`config.mk`:
```
export PLATFORM = sky130hd
export DESIGN_NAME = gsp_port_seq
export DESIGN_NICKNAME = d
export VERILOG_FILES = /design/src/include/gsp_pkg.sv /design/src/include/gsp_wait_if.sv /design/src/rtl/gsp_edge.sv /design/src/rtl/gsp_port_seq.sv /design/src/rtl/gsp_wait_timer.sv
export SDC_FILE = /design/constraint.sdc
export NUM_CORES = 1
export LEC_CHECK = 0
export BUFFER_PORTS_ARGS = -buffer_cell sky130_fd_sc_hd__buf_2
export CAP_MARGIN = 15
export CORE_AREA = 5 5 123 125
export CTS_CLUSTER_SIZE = 16
export DETAILED_ROUTE_END_ITERATION = 8
export DIE_AREA = 0 0 128 130
export PLACE_DENSITY = 0.56
export SYNTH_ARGS = -nofsm -noshare
export SYNTH_HDL_FRONTEND = slang
export SYNTH_SLANG_ARGS = --single-unit
```
`constraint.sdc`:
```
create_clock -name clk_in -period 3.75 [get_ports clk_in]
set_clock_uncertainty 0.2 [all_clocks]
set_input_delay 1.125 -clock clk_in [delete_from_list [all_inputs] [get_ports clk_in]]
set_output_delay 1.125 -clock clk_in [all_outputs]
set_load 0.005 [all_outputs]
```
`src/include/gsp_pkg.sv`:
```
// Shared constants and types for the sensor serial port and sequencer.
// Assumes a 100 MHz core clock; bus pins are sampled as synchronous levels.
package gsp_pkg;

	// Core clock
	localparam int          CLK_PERIOD_NS   = 10;

	// Bus target address and command byte layout
	localparam logic [6:0]  TARGET_ADDR     = 7'h39;
	localparam int          CMD_FLAG_BIT    = 7;
	localparam int          CMD_TYPE_MSB    = 6;
	localparam int          CMD_TYPE_LSB    = 5;
	localparam logic [1:0]  CMD_TYPE_REG    = 2'h0;
	localparam logic [1:0]  CMD_TYPE_SPEC   = 2'h3;
	localparam int          REG_ADDR_W      = 5;
	localparam logic [3:0]  BYTE_BITS       = 4'h8;
	localparam logic [4:0]  REG_ADDR_RST    = 5'h00;

	// Wait engine timing: one step and the long-wait multiplier
	localparam real         WAIT_STEP_MS    = 2.78;
	localparam real         WAIT_MAX_S      = 8.54;
	localparam int          WAIT_STEP_CYC   =
		int'(WAIT_STEP_MS * 1.0e6 / CLK_PERIOD_NS);
	localparam logic [3:0]  LONG_WAIT_MULT  = 4'hC;
	localparam logic [8:0]  WAIT_STEPS_FULL = 9'h100;

	// Exit-sleep pause length in cycles
	localparam int          EXIT_PAUSE_CYC  = 16;

	// Sequencer states
	typedef enum logic [2:0] {
		SQ_SLEEP, SQ_IDLE, SQ_PAUSE, SQ_PROX, SQ_GEST, SQ_WAIT, SQ_ALS
	} gsp_seq_t;

	// Serial port states
	typedef enum logic [2:0] {
		BS_IDLE, BS_ADDR, BS_ACK, BS_WR, BS_RD, BS_RACK
	} gsp_bus_t;

endpackage

```
`src/include/gsp_wait_if.sv`:
```
// Handshake between the sequencer and the wait timer.
// Assumes both ends share the core clock.
`timescale 1ns/10ps
interface gsp_wait_if;
	logic       start;
	logic       done;
	logic [7:0] wait_time;
	logic       long_sel;

	modport seq (output start, output wait_time, output long_sel,
		input done);
	modport tmr (input start, input wait_time, input long_sel,
		output done);
endinterface

```
`src/rtl/gsp_edge.sv`:
```
// Level and edge detector for one synchronous bus pin.
// Assumes the pin is already synchronous to clk_in.
`timescale 1ns/10ps
module gsp_edge (
	// Clock, reset, enable
	input  wire logic clk_in,
	input  wire logic rst_n_in,
	input  wire logic ce_in,
	// Pin
	input  wire logic pin_in,
	// Decoded
	output logic      level_out,
	output logic      rise_out,
	output logic      fall_out
);
	logic cur;
	logic prev;

	// Two stages so edges compare registered values only
	always_ff @(posedge clk_in) begin
		if (!rst_n_in) begin
			cur  <= 1'b1;
			prev <= 1'b1;
		end else if (ce_in) begin
			cur  <= pin_in;
			prev <= cur;
		end
	end

	assign level_out = cur;
	assign rise_out  = cur & ~prev;
	assign fall_out  = ~cur & prev;
endmodule

```
`src/rtl/gsp_port_seq.sv`:
```
// Two-wire target port with command decode, and the operating sequencer.
// Assumes scl/sda are synchronous to clk_in and far slower than it;
// register storage, engines and interrupt logic sit outside this block.
`timescale 1ns/10ps
module gsp_port_seq #(
	parameter int WAIT_STEP_CYC  = gsp_pkg::WAIT_STEP_CYC,
	parameter int EXIT_PAUSE_CYC = gsp_pkg::EXIT_PAUSE_CYC
) (
	// Clock, reset, enable
	input  wire logic                     clk_in,
	input  wire logic                     rst_n_in,
	input  wire logic                     ce_in,
	// Two-wire bus pins
	input  wire logic                     scl_in,
	input  wire logic                     sda_in,
	output logic                          sda_out,
	output logic                          sda_oe_out,
	// Register access toward the register file
	output logic [gsp_pkg::REG_ADDR_W-1:0] reg_addr_out,
	output logic [7:0]                    wr_data_out,
	output logic                          wr_strobe_out,
	input  wire logic [7:0]               rd_data_in,
	output logic                          rd_strobe_out,
	// Interrupt clear commands
	output logic                          irq_clear_out,
	output logic [4:0]                    irq_clear_code_out,
	// Control settings
	input  wire logic                     power_on_in,
	input  wire logic                     prox_enable_in,
	input  wire logic                     gesture_engine_enable_in,
	input  wire logic                     gesture_mode_flag_in,
	input  wire logic                     wait_enable_in,
	input  wire logic                     als_enable_in,
	input  wire logic                     sleep_after_interrupt_in,
	input  wire logic [7:0]               wait_time_setting_in,
	input  wire logic                     long_wait_select_in,
	input  wire logic                     irq_asserted_in,
	// Engine handshake
	input  wire logic                     engine_done_in,
	input  wire logic                     led_request_in,
	output logic                          engine_start_out,
	output gsp_pkg::gsp_seq_t             seq_state_out,
	output logic                          led_drive_output_out,
	output logic                          osc_run_out
);
	import gsp_pkg::*;
	localparam int PW = $clog2(EXIT_PAUSE_CYC + 1);

	gsp_bus_t      bst;
	gsp_seq_t      sst;
	gsp_seq_t      next_sst;
	logic          scl_lvl, scl_rise, scl_fall;
	logic          sda_lvl, sda_rise, sda_fall;
	logic [7:0]    shift;
	logic [7:0]    tx;
	logic [3:0]    cnt;
	logic          rw;
	logic          first;
	logic          clr_pend;
	logic          nbytes;
	logic          ack_drv;
	logic          rd_drv;
	logic          paused_once;
	logic [PW-1:0] pause_cnt;
	logic [3:0]    en;
	logic          sleep_hold;
	logic          bus_start;
	logic          bus_stop;
	gsp_wait_if    wif ();

	// Pin edge detection; 100 MHz sampling covers 400 kHz bus rates
	gsp_edge u_scl (
		.clk_in    (clk_in),
		.rst_n_in  (rst_n_in),
		.ce_in     (ce_in),
		.pin_in    (scl_in),
		.level_out (scl_lvl),
		.rise_out  (scl_rise),
		.fall_out  (scl_fall)
	);
	gsp_edge u_sda (
		.clk_in    (clk_in),
		.rst_n_in  (rst_n_in),
		.ce_in     (ce_in),
		.pin_in    (sda_in),
		.level_out (sda_lvl),
		.rise_out  (sda_rise),
		.fall_out  (sda_fall)
	);

	gsp_wait_timer #(.STEP_CYC(WAIT_STEP_CYC)) u_wait (
		.clk_in   (clk_in),
		.rst_n_in (rst_n_in),
		.ce_in    (ce_in),
		.wt       (wif.tmr)
	);

	// Start and stop are sda edges while scl is high
	assign bus_start  = scl_lvl & sda_fall;
	assign bus_stop   = scl_lvl & sda_rise;
	// Open drain: only ever pull low
	assign sda_out    = 1'b0;
	assign sda_oe_out = ack_drv | (rd_drv & ~tx[7]);

	// Serial target: address match, command decode, data in and out
	always_ff @(posedge clk_in) begin
		if (!rst_n_in) begin
			bst                <= BS_IDLE;
			shift              <= 8'h00;
			tx                 <= 8'h00;
			cnt                <= 4'h0;
			rw                 <= 1'b0;
			first              <= 1'b0;
			clr_pend           <= 1'b0;
			nbytes             <= 1'b0;
			ack_drv            <= 1'b0;
			rd_drv             <= 1'b0;
			reg_addr_out       <= REG_ADDR_RST;
			wr_data_out        <= 8'h00;
			wr_strobe_out      <= 1'b0;
			rd_strobe_out      <= 1'b0;
			irq_clear_out      <= 1'b0;
			irq_clear_code_out <= 5'h00;
		end else if (ce_in) begin
			wr_strobe_out <= 1'b0;
			rd_strobe_out <= 1'b0;
			irq_clear_out <= 1'b0;
			if (bus_start) begin
				// Repeated start keeps the retained address
				bst      <= BS_ADDR;
				cnt      <= 4'h0;
				first    <= 1'b1;
				clr_pend <= 1'b0;
				nbytes   <= 1'b0;
				ack_drv  <= 1'b0;
				rd_drv   <= 1'b0;
			end else if (bus_stop) begin
				bst     <= BS_IDLE;
				ack_drv <= 1'b0;
				rd_drv  <= 1'b0;
				// Clear only when nothing followed the command
				if (clr_pend && !nbytes) begin
					irq_clear_out <= 1'b1;
				end
				clr_pend <= 1'b0;
			end else begin
				case (bst)
				BS_ADDR, BS_WR: begin
					if (scl_rise) begin
						shift <= {shift[6:0], sda_lvl};
						cnt   <= cnt + 4'h1;
					end else if (scl_fall && cnt == BYTE_BITS) begin
						cnt     <= 4'h0;
						bst     <= BS_ACK;
						ack_drv <= 1'b1;
						if (bst == BS_ADDR) begin
							rw <= shift[0];
							if (shift[7:1] != TARGET_ADDR) begin
								bst     <= BS_IDLE;
								ack_drv <= 1'b0;
							end
						end else if (first) begin
							first <= 1'b0;
							if (shift[CMD_FLAG_BIT]) begin
								if (shift[CMD_TYPE_MSB:CMD_TYPE_LSB]
									== CMD_TYPE_SPEC) begin
									clr_pend           <= 1'b1;
									irq_clear_code_out <= shift[4:0];
								end else begin
									reg_addr_out <= shift[4:0];
								end
							end
						end else begin
							// Data always lands at the retained address
							wr_strobe_out <= 1'b1;
							wr_data_out   <= shift;
							nbytes        <= 1'b1;
						end
					end
				end
				BS_ACK: begin
					if (scl_fall) begin
						ack_drv <= 1'b0;
						cnt     <= 4'h0;
						if (rw) begin
							bst           <= BS_RD;
							tx            <= rd_data_in;
							rd_strobe_out <= 1'b1;
							rd_drv        <= 1'b1;
							nbytes        <= 1'b1;
						end else begin
							bst <= BS_WR;
						end
					end
				end
				BS_RD: begin
					if (scl_fall) begin
						if (cnt == BYTE_BITS - 4'h1) begin
							rd_drv <= 1'b0;
							bst    <= BS_RACK;
						end else begin
							tx  <= {tx[6:0], 1'b0};
							cnt <= cnt + 4'h1;
						end
					end
				end
				BS_RACK: begin
					// Master not-acknowledge ends the read burst
					if (scl_rise && sda_lvl) begin
						bst <= BS_IDLE;
					end else if (scl_fall) begin
						bst           <= BS_RD;
						tx            <= rd_data_in;
						rd_strobe_out <= 1'b1;
						rd_drv        <= 1'b1;
						cnt           <= 4'h0;
					end
				end
				default: bst <= BS_IDLE;
				endcase
			end
		end
	end

	// Oscillator runs when powered, or briefly to serve the bus
	assign osc_run_out = power_on_in | (bst != BS_IDLE);

	// Engine enables in visiting order: prox, gesture, wait, light
	assign en = {als_enable_in, wait_enable_in,
		gesture_engine_enable_in & gesture_mode_flag_in, prox_enable_in};
	assign sleep_hold = sleep_after_interrupt_in & irq_asserted_in;

	// First enabled state after cur; SQ_IDLE marks the cycle end
	function automatic gsp_seq_t next_engine(input gsp_seq_t cur,
		input logic [3:0] e);
		logic [3:0] m;
		m = e;
		case (cur)
		SQ_PROX: m = e & 4'hE;
		SQ_GEST: m = e & 4'hC;
		SQ_WAIT: m = e & 4'h8;
		SQ_ALS:  m = 4'h0;
		default: m = e;
		endcase
		if (m[0])      next_engine = SQ_PROX;
		else if (m[1]) next_engine = SQ_GEST;
		else if (m[2]) next_engine = SQ_WAIT;
		else if (m[3]) next_engine = SQ_ALS;
		else           next_engine = SQ_IDLE;
	endfunction

	// Next sequencer state
	always_comb begin
		next_sst = sst;
		if (!power_on_in) begin
			next_sst = SQ_SLEEP;
		end else begin
			case (sst)
			SQ_SLEEP: begin
				// Held until the interrupt or the sleep bit clears
				if (!sleep_hold) begin
					if (!paused_once && (en[0] | en[1] | en[3]))
						next_sst = SQ_PAUSE;
					else
						next_sst = SQ_IDLE;
				end
			end
			SQ_PAUSE: begin
				if (pause_cnt == PW'(EXIT_PAUSE_CYC - 1))
					next_sst = next_engine(SQ_IDLE, en);
			end
			SQ_IDLE: next_sst = next_engine(SQ_IDLE, en);
			SQ_PROX, SQ_GEST, SQ_WAIT, SQ_ALS: begin
				if ((sst == SQ_WAIT) ? wif.done : engine_done_in) begin
					next_sst = next_engine(sst, en);
					if (next_engine(sst, en) == SQ_IDLE && sleep_hold)
						next_sst = SQ_SLEEP;
				end
			end
			default: next_sst = SQ_SLEEP;
			endcase
		end
	end

	// Sequencer state; sleep touches no setting, it only overrides
	always_ff @(posedge clk_in) begin
		if (!rst_n_in) begin
			sst <= SQ_SLEEP;
		end else if (ce_in) begin
			sst <= next_sst;
		end
	end

	// Exit-sleep pause count and once-only flag
	always_ff @(posedge clk_in) begin
		if (!rst_n_in) begin
			pause_cnt   <= '0;
			paused_once <= 1'b0;
		end else if (ce_in) begin
			pause_cnt <= (sst == SQ_PAUSE) ? pause_cnt + PW'(1) : '0;
			if (!power_on_in)
				paused_once <= 1'b0;
			else if (sst == SQ_PAUSE)
				paused_once <= 1'b1;
		end
	end

	// Engine start pulses on entry
	always_ff @(posedge clk_in) begin
		if (!rst_n_in) begin
			engine_start_out <= 1'b0;
			wif.start        <= 1'b0;
		end else if (ce_in) begin
			engine_start_out <= (next_sst != sst) && (next_sst == SQ_PROX
				|| next_sst == SQ_GEST || next_sst == SQ_ALS);
			wif.start        <= (next_sst != sst) && (next_sst == SQ_WAIT);
		end
	end

	assign wif.wait_time = wait_time_setting_in;
	assign wif.long_sel  = long_wait_select_in;
	assign seq_state_out = sst;
	// Light engine never reaches the LED
	assign led_drive_output_out = led_request_in &
		(sst == SQ_PROX || sst == SQ_GEST);
endmodule

```
`src/rtl/gsp_wait_timer.sv`:
```
// Wait-state timer: (256 - setting) steps, each stretched in long mode.
// Assumes start is a one-cycle pulse and is not repeated while counting.
`timescale 1ns/10ps
module gsp_wait_timer #(
	parameter int STEP_CYC = gsp_pkg::WAIT_STEP_CYC
) (
	// Clock, reset, enable
	input  wire logic clk_in,
	input  wire logic rst_n_in,
	input  wire logic ce_in,
	// Sequencer side
	gsp_wait_if.tmr   wt
);
	import gsp_pkg::*;
	localparam int SW = $clog2(STEP_CYC + 1);

	logic          busy;
	logic          long_l;
	logic [8:0]    steps;
	logic [3:0]    mult;
	logic [SW-1:0] sub;

	// Step counter; long mode repeats each step LONG_WAIT_MULT times
	always_ff @(posedge clk_in) begin
		if (!rst_n_in) begin
			busy    <= 1'b0;
			long_l  <= 1'b0;
			steps   <= 9'h000;
			mult    <= 4'h0;
			sub     <= '0;
			wt.done <= 1'b0;
		end else if (ce_in) begin
			wt.done <= 1'b0;
			if (wt.start) begin
				busy   <= 1'b1;
				long_l <= wt.long_sel;
				steps  <= WAIT_STEPS_FULL - {1'b0, wt.wait_time};
				mult   <= wt.long_sel ? LONG_WAIT_MULT - 4'h1 : 4'h0;
				sub    <= SW'(STEP_CYC - 1);
			end else if (busy) begin
				if (sub != '0) begin
					sub <= sub - SW'(1);
				end else begin
					sub <= SW'(STEP_CYC - 1);
					if (mult != 4'h0) begin
						mult <= mult - 4'h1;
					end else begin
						mult <= long_l ? LONG_WAIT_MULT - 4'h1 : 4'h0;
						if (steps == 9'h001) begin
							busy    <= 1'b0;
							wt.done <= 1'b1;
						end else begin
							steps <= steps - 9'h001;
						end
					end
				end
			end
		end
	end
endmodule
```
[Yosys cells after proc, flatten, opt, wreduce, memory -nomap -nowiden]
Cells that the tools add are included.
Storage, ports and cells
  bits in registers: 100
  output and inout bits: 29
  bits of input ports: 32
  word-level logic and storage cells: 312
Cells by class
  mux-type cells: 144
  equal/unequal tests: 57
  add/sub/neg operators: 6
  bitwise logic cells: 25
  reductions and logical operators: 49
Operators by type and width (number)
  3-bit 2-to-1 mux: 30
  4-bit 2-to-1 mux: 22
  1-bit 2-to-1 mux: 65
  19-bit 2-to-1 mux: 3
  8-bit 2-to-1 mux: 6
  9-bit 2-to-1 mux: 5
  4-bit inequality test (second input constant): 9
  4-bit case mux with 4 select lines: 2
  3-bit inequality test (second input constant): 10
  10-bit AND reduction: 3
  3-bit == test (second input constant): 8
  3-bit case mux with 4 select lines: 2
  8-bit case mux with 3 select lines: 1
  8-bit AND reduction: 3
  3-bit nonzero test: 8
  2-bit inequality test (second input constant): 11
  7-bit AND reduction: 3
  19-bit nonzero test: 1
  19-bit by 1-bit subtractor with 19-bit output (second input constant): 1
  3-bit by 2-bit == test with 1-bit output (second input constant): 5
  5-bit AND reduction: 3
  1-bit inverter: 11
  1-bit AND: 10
  5-bit nonzero test: 2
  33 further kinds: 57

[Depth between registers and ports, before layout]
  depth in word-level cells: 22
  depth in mapped cells: 10
  gate-level depth less buffers: 10

[Modules after synthesis]
A second synthesis with hierarchy kept.
Second synthesis, totals
  cells, all modules: 673
  area, all modules: 5636.7 um^2
Modules (own cells, without submodules)
  gsp_port_seq: area each 3378.2 um^2, cells an instance 399, sequential area each 1221.2 um^2, times used 1
  gsp_wait_timer: area each 2098.3 um^2, cells an instance 258, sequential area each 700.7 um^2, times used 1
  gsp_edge: area each 80.1 um^2, cells an instance 8, sequential area each 40.0 um^2, times used 2

[Worst setup path after synthesis]
Ideal clock, no wire load.
  path kind: input port to flip-flop
  start: input port ce_in
  end: register u_wait.sub[13]
  data arrival time: 2.647 ns
  library setup time: 0.132 ns
  path buffers: 1
  required time: 3.418 ns
  cell stages on the path: 8
  slack: 0.770 ns
  path through: buf_2 o21a_1 nand2_1 or4_1 nor4_2 nand2_1 xnor2_1 a21oi_1
On the way
  word-level cells in the longest chain between the ends: 1
Ends and longest elaborated chain
  from (decl): RTL line gsp_port_seq.sv:12  | input wire logic ce_in,
  2-bit AND reduction (no source line)
  to (signal assigned): RTL line gsp_wait_timer.sv:39  | sub <= SW'(STEP_CYC - 1);
  to (signal assigned): RTL line gsp_wait_timer.sv:42  | sub <= sub - SW'(1);
  to (signal assigned): RTL line gsp_wait_timer.sv:44  | sub <= SW'(STEP_CYC - 1);
  to (decl): RTL line gsp_wait_timer.sv:21  | logic [SW-1:0] sub;
No other way between the ends.
A chain may end at the register's enable or synchronous reset.

[Final worst setup path]
  start: input port power_on_in
  end: output port osc_run_out
On the way
  word-level cells in the longest chain between the ends: 1
Ends and longest elaborated chain
  from (decl): RTL line gsp_port_seq.sv:28  | input wire logic power_on_in,
  1-bit OR: RTL line gsp_port_seq.sv:226  | assign osc_run_out = power_on_in | (bst != BS_IDLE);
  to (decl): RTL line gsp_port_seq.sv:44  | output logic osc_run_out
No other way between the ends.

==> implementation parameters <==
Parameter                              Value

Layout
  Fin area    0.006208 sq mm
  Net total in the final layout    762
  Post-route core utilization    45.08%
  ANT cells    0
  Fraction of final layout cells sized beyond drive strength 1    14.50%
  Final-layout fill cell count    1410
  P&R area growth vs syn    14.07%

Clock network
  Clock buffer count from CTS    9
  Number of buffers inserted for hold repair after clock tree synthesis    0
  CTS Buffer Depth    2
  Number of gates resized after CTS    0
  Skew-Pair Late Insertion Delay    0.34 ns
  Buffer type at the clock tree root    sky130_fd_sc_hd__clkbuf_16
  Register clock-pin slew on the reported worst setup and hold paths    0.07 ns
  H-tree depth reported by CTS    3
  Post-CTS setup buffers    0
  Clock tree from TritonCTS    done
  CTS Sinks    100

Die
  Die outline width    128 microns
  I/O pin total    61
  Total number of placement rows    43
  Placeable Area    0.01377 sq mm
  Die height    130 microns
  Initial Utilization    39.52%
  Area of the die    0.01664 sq mm

Outcome
  Run status    complete, no violations

Setup path
  Startpoint of the worst setup timing path    power_on_in
  Slack of the worst reg-to-reg path    0.73 ns
  Critical path startpoint category    input pin
  Worst setup path category    in -> out
  Start of the worst register-to-register path    pause_cnt[0]$_SDFFE_PN0P_
  Critical path endpoint category    output port
  Endpoint of the worst-slack reg-to-reg timing path    wif.start$_SDFFE_PN0P_
  Maximum net fanout on the critical path    5
  Last element of the critical path    osc_run_out
  Worst-case reg-to-reg path depth    10
  Data required time of the worst path    2.42 ns
  Data arrival time at the worst-slack endpoint    1.77 ns

Min path
  Worst Hold Class    reg -> reg
  Hold Startpoint    wr_data_out[2]$_SDFFE_PN0P_

Timing
  Max Freq    323.6 MHz
  Sum Neg Setup Slack    0 ns
  Final Critical Period    3.090 ns
  Number of failing hold endpoints at the final stage    0
  Final hold slack    0.2538 ns
  Pins Over Slew Limit    0
  Crit share post-route    82.41%
  Max-slew headroom    26.74%
  Total of endpoints with negative setup slack in the final report    0
  Unrepaired setup endpoints after global routing    no
  Worst Tran Pin Value    1.092 ns

Pwr
  Share of power burned in registers    49.8%
  Internal power consumption    1.668 mW
  Pwr Total    2.180 mW
  Net switching power of the design    0.5118 mW
  Leakage power    2.405 nW
  Switch share    23.48%
  Relative contribution of combinational cells to total power    7.2%
  Relative contribution of the clock network to total power    42.9%
  P per Cell Area    351.1 mW/mm^2
  Largest voltage drop on the vdd net    0.2407 mV

Placement
  GPL Wtd Cong    0.9350
  Number of port buffers    59
  Placed standard-cell area    0.005907 sq mm
  Post-detail-place hpwl    9338 microns

Routing
  Total detailed-routing wirelength    13180 microns
  Residual DRC    0
  Routed len/inst    14.58 microns
  Number of detailed-route iterations in the first pass    4
  Drt via density    5.460
  Number of violations reported at the end of detailed-routing iteration 0    516
  Post-DRT Antenna Nets    0
  Via count of the routed design    4936

Global routing
  Global-route usage over all layers    16.91%
  Grt total ovfl    0
  Antenna violations before repair    0
  Number of global-route vias before repair    4886
  Global-route wire length before repair    23490 microns
  Maximum number of pins on one net before global-route repair    59

Synth
  Async S/R FF share, synth    0%
  Warning count from the yosys run    0
  Mean cell area of the mapped netlist    8.087 sq um
  Count of unique library cells instantiated by Yosys    77
  Number of flops mapped to enable cells by yosys    0
  Post-synthesis instance total    673
  Sequential area share after synthesis    36.78%
  Commonest register cell after synthesis    sky130_fd_sc_hd__dfxtp_1
  Mapped Nets    716
  Count of state elements after synthesis    100
  Area of the mapped netlist    0.005443 sq mm

Run
  Number of max-cap violations    0
==> registers in the layout (all words and copies together) (netlist names), 5 cells and up <==
name and count:
pause_cnt 5, shift 8, irq_clear_code_out 5, u_wait.sub 19, u_wait.steps 9, tx 8
reg_addr_out 5, wr_data_out 8
==> critical path, cell delays in order <==
cell and delay [ns]:
sky130_fd_sc_hd__buf_2 0.14, sky130_fd_sc_hd__or3_1 0.36, sky130_fd_sc_hd__buf_2 0.14
==> power by group through the flow <==
stage / clock [mW] / sequential [mW] / combinational [mW]
6_report: 0.936 / 1.09 / 0.158
5_1_grt: 1.02 / 1.09 / 0.177
4_1_cts: 0.976 / 1.09 / 0.159
3_5_place_dp: 0 / 1.11 / 0.158
3_3_place_gp: 0 / 1.11 / 0.156
2_1_floorplan: 0 / 1.10 / 0.111
==> synthesized netlist by cell type, types with 4 or more instances <==
| library cell | n | area (sq um) |
|---|---|---|
| sky130_fd_sc_hd__xnor2_1 | 13 | 113.9 |
| sky130_fd_sc_hd__nor2b_1 | 11 | 68.82 |
| sky130_fd_sc_hd__inv_1 | 26 | 97.59 |
| sky130_fd_sc_hd__mux2i_1 | 36 | 360.4 |
| sky130_fd_sc_hd__nor2_1 | 81 | 304.0 |
| sky130_fd_sc_hd__nand2_1 | 71 | 266.5 |
| sky130_fd_sc_hd__o21a_1 | 8 | 60.06 |
| sky130_fd_sc_hd__o21ai_0 | 25 | 125.1 |
| sky130_fd_sc_hd__dfxtp_1 | 100 | 2002 |
| sky130_fd_sc_hd__nor3_1 | 21 | 105.1 |
| sky130_fd_sc_hd__xor2_1 | 8 | 70.07 |
| sky130_fd_sc_hd__or3_1 | 4 | 25.02 |
| sky130_fd_sc_hd__o211ai_1 | 4 | 30.03 |
| sky130_fd_sc_hd__nand2b_1 | 9 | 56.30 |
| sky130_fd_sc_hd__or4_1 | 6 | 45.04 |
| sky130_fd_sc_hd__nor4_1 | 10 | 62.56 |
| sky130_fd_sc_hd__a211oi_1 | 15 | 112.6 |
| sky130_fd_sc_hd__nand4_1 | 6 | 37.54 |
| sky130_fd_sc_hd__nand3b_1 | 4 | 30.03 |
| sky130_fd_sc_hd__buf_2 | 4 | 20.02 |
| sky130_fd_sc_hd__a31oi_1 | 5 | 31.28 |
| sky130_fd_sc_hd__nand4b_1 | 4 | 35.03 |
| sky130_fd_sc_hd__clkbuf_1 | 28 | 105.1 |
| sky130_fd_sc_hd__nand3_1 | 14 | 70.07 |
| sky130_fd_sc_hd__a21oi_1 | 62 | 310.3 |
| sky130_fd_sc_hd__ha_1 | 11 | 137.6 |
| sky130_fd_sc_hd__o31ai_1 | 5 | 37.54 |
| sky130_fd_sc_hd__nor3b_1 | 4 | 30.03 |
==> metal layers <==
layer  GRT usage [%]  vias up  part of all wire, %
met4           5.556        0                 0.76
li1                -     2518                    -
met1           22.93     2305                   49
met2           26.93      105                   45
met5               0        -                    0
met3           3.602        8                  5.6
==> through the flow <==
step	cells	setup WS, ns
global placement	888	0.5564
floorplan	673	0.7701
CTS	904	0.6396
detailed placement	888	0.4813
finish	904	0.6596
global route	904	0.4301
==> worst min path at each step <==
| stage | slack (ns) | endpoint | cells past startpoint |
|---|---|---|---|
| 2_1_floorplan | 0.24 | rd_drv$_SDFFE_PN0P_ | 2 |
| 3_3_place_gp | 0.24 | wr_data_out[4]$_SDFFE_PN0P_ | 2 |
| 6_report | 0.25 | wr_data_out[2]$_SDFFE_PN0P_ | 2 |
| 5_1_grt | 0.27 | wr_data_out[6]$_SDFFE_PN0P_ | 2 |
| 4_1_cts | 0.26 | wr_data_out[2]$_SDFFE_PN0P_ | 2 |
| 3_5_place_dp | 0.24 | wr_data_out[2]$_SDFFE_PN0P_ | 2 |
==> cell families after synthesis <==
logic type,after synthesis,synth area share [%]
AND/OR/NAND/NOR,273,25.82
XOR/XNOR,21,3.379
buffers and inverters,62,4.575
flip-flops,100,36.78
other,1,0.06890
adder cells (fa/ha/maj),11,2.529
AO/OA/AOI/OAI,169,20.23
multiplexers,36,6.621
==> cell usage in the layout, fill, tap and decap left out, types with 3 or more instances in the layout <==
master | netlist | routed
sky130_fd_sc_hd__dfxtp_1 | 100 | 100
sky130_fd_sc_hd__nor2_1 | 81 | 81
sky130_fd_sc_hd__nand2_1 | 71 | 71
sky130_fd_sc_hd__a21oi_1 | 62 | 62
sky130_fd_sc_hd__buf_2 | 4 | 59
sky130_fd_sc_hd__mux2i_1 | 36 | 36
sky130_fd_sc_hd__inv_1 | 26 | 26
sky130_fd_sc_hd__o21ai_0 | 25 | 25
sky130_fd_sc_hd__nor3_1 | 21 | 21
sky130_fd_sc_hd__a211oi_1 | 15 | 15
sky130_fd_sc_hd__nand3_1 | 14 | 14
sky130_fd_sc_hd__xnor2_1 | 13 | 13
sky130_fd_sc_hd__nor2b_1 | 11 | 11
sky130_fd_sc_hd__ha_1 | 11 | 11
sky130_fd_sc_hd__nor4_1 | 10 | 10
sky130_fd_sc_hd__nand2b_1 | 9 | 9
sky130_fd_sc_hd__clkbuf_16 | 0 | 9
sky130_fd_sc_hd__buf_4 | 1 | 9
sky130_fd_sc_hd__o21a_1 | 8 | 8
sky130_fd_sc_hd__xor2_1 | 8 | 8
sky130_fd_sc_hd__nand4_1 | 6 | 6
sky130_fd_sc_hd__or4_1 | 6 | 6
sky130_fd_sc_hd__o31ai_1 | 5 | 5
sky130_fd_sc_hd__a31oi_1 | 5 | 5
sky130_fd_sc_hd__or3_1 | 4 | 4
sky130_fd_sc_hd__nand4b_1 | 4 | 4
sky130_fd_sc_hd__nand3b_1 | 4 | 4
sky130_fd_sc_hd__nor3b_1 | 4 | 4
sky130_fd_sc_hd__o211ai_1 | 4 | 4
sky130_fd_sc_hd__and3_1 | 3 | 3
sky130_fd_sc_hd__or2_2 | 3 | 3
sky130_fd_sc_hd__a21o_1 | 3 | 3
sky130_fd_sc_hd__o221a_2 | 3 | 3
sky130_fd_sc_hd__o2bb2ai_1 | 3 | 3
sky130_fd_sc_hd__o211a_1 | 3 | 3
sky130_fd_sc_hd__o21bai_1 | 3 | 3
sky130_fd_sc_hd__and2_1 | 3 | 3
==> final cells by class <==
class | instances | area, sq um | area share (%)
multi-input cells | 511 | 3192 | 51.41
flip-flops and latches | 100 | 2002 | 32.25
repair buffers | 69 | 382.9 | 6.167
clock buffers | 11 | 242.7 | 3.910
well taps | 180 | 225.2 | 3.628
inverters | 28 | 105.1 | 1.693
clock inverters | 5 | 58.81 | 0.9472
(Power assumes the default switching activity.)
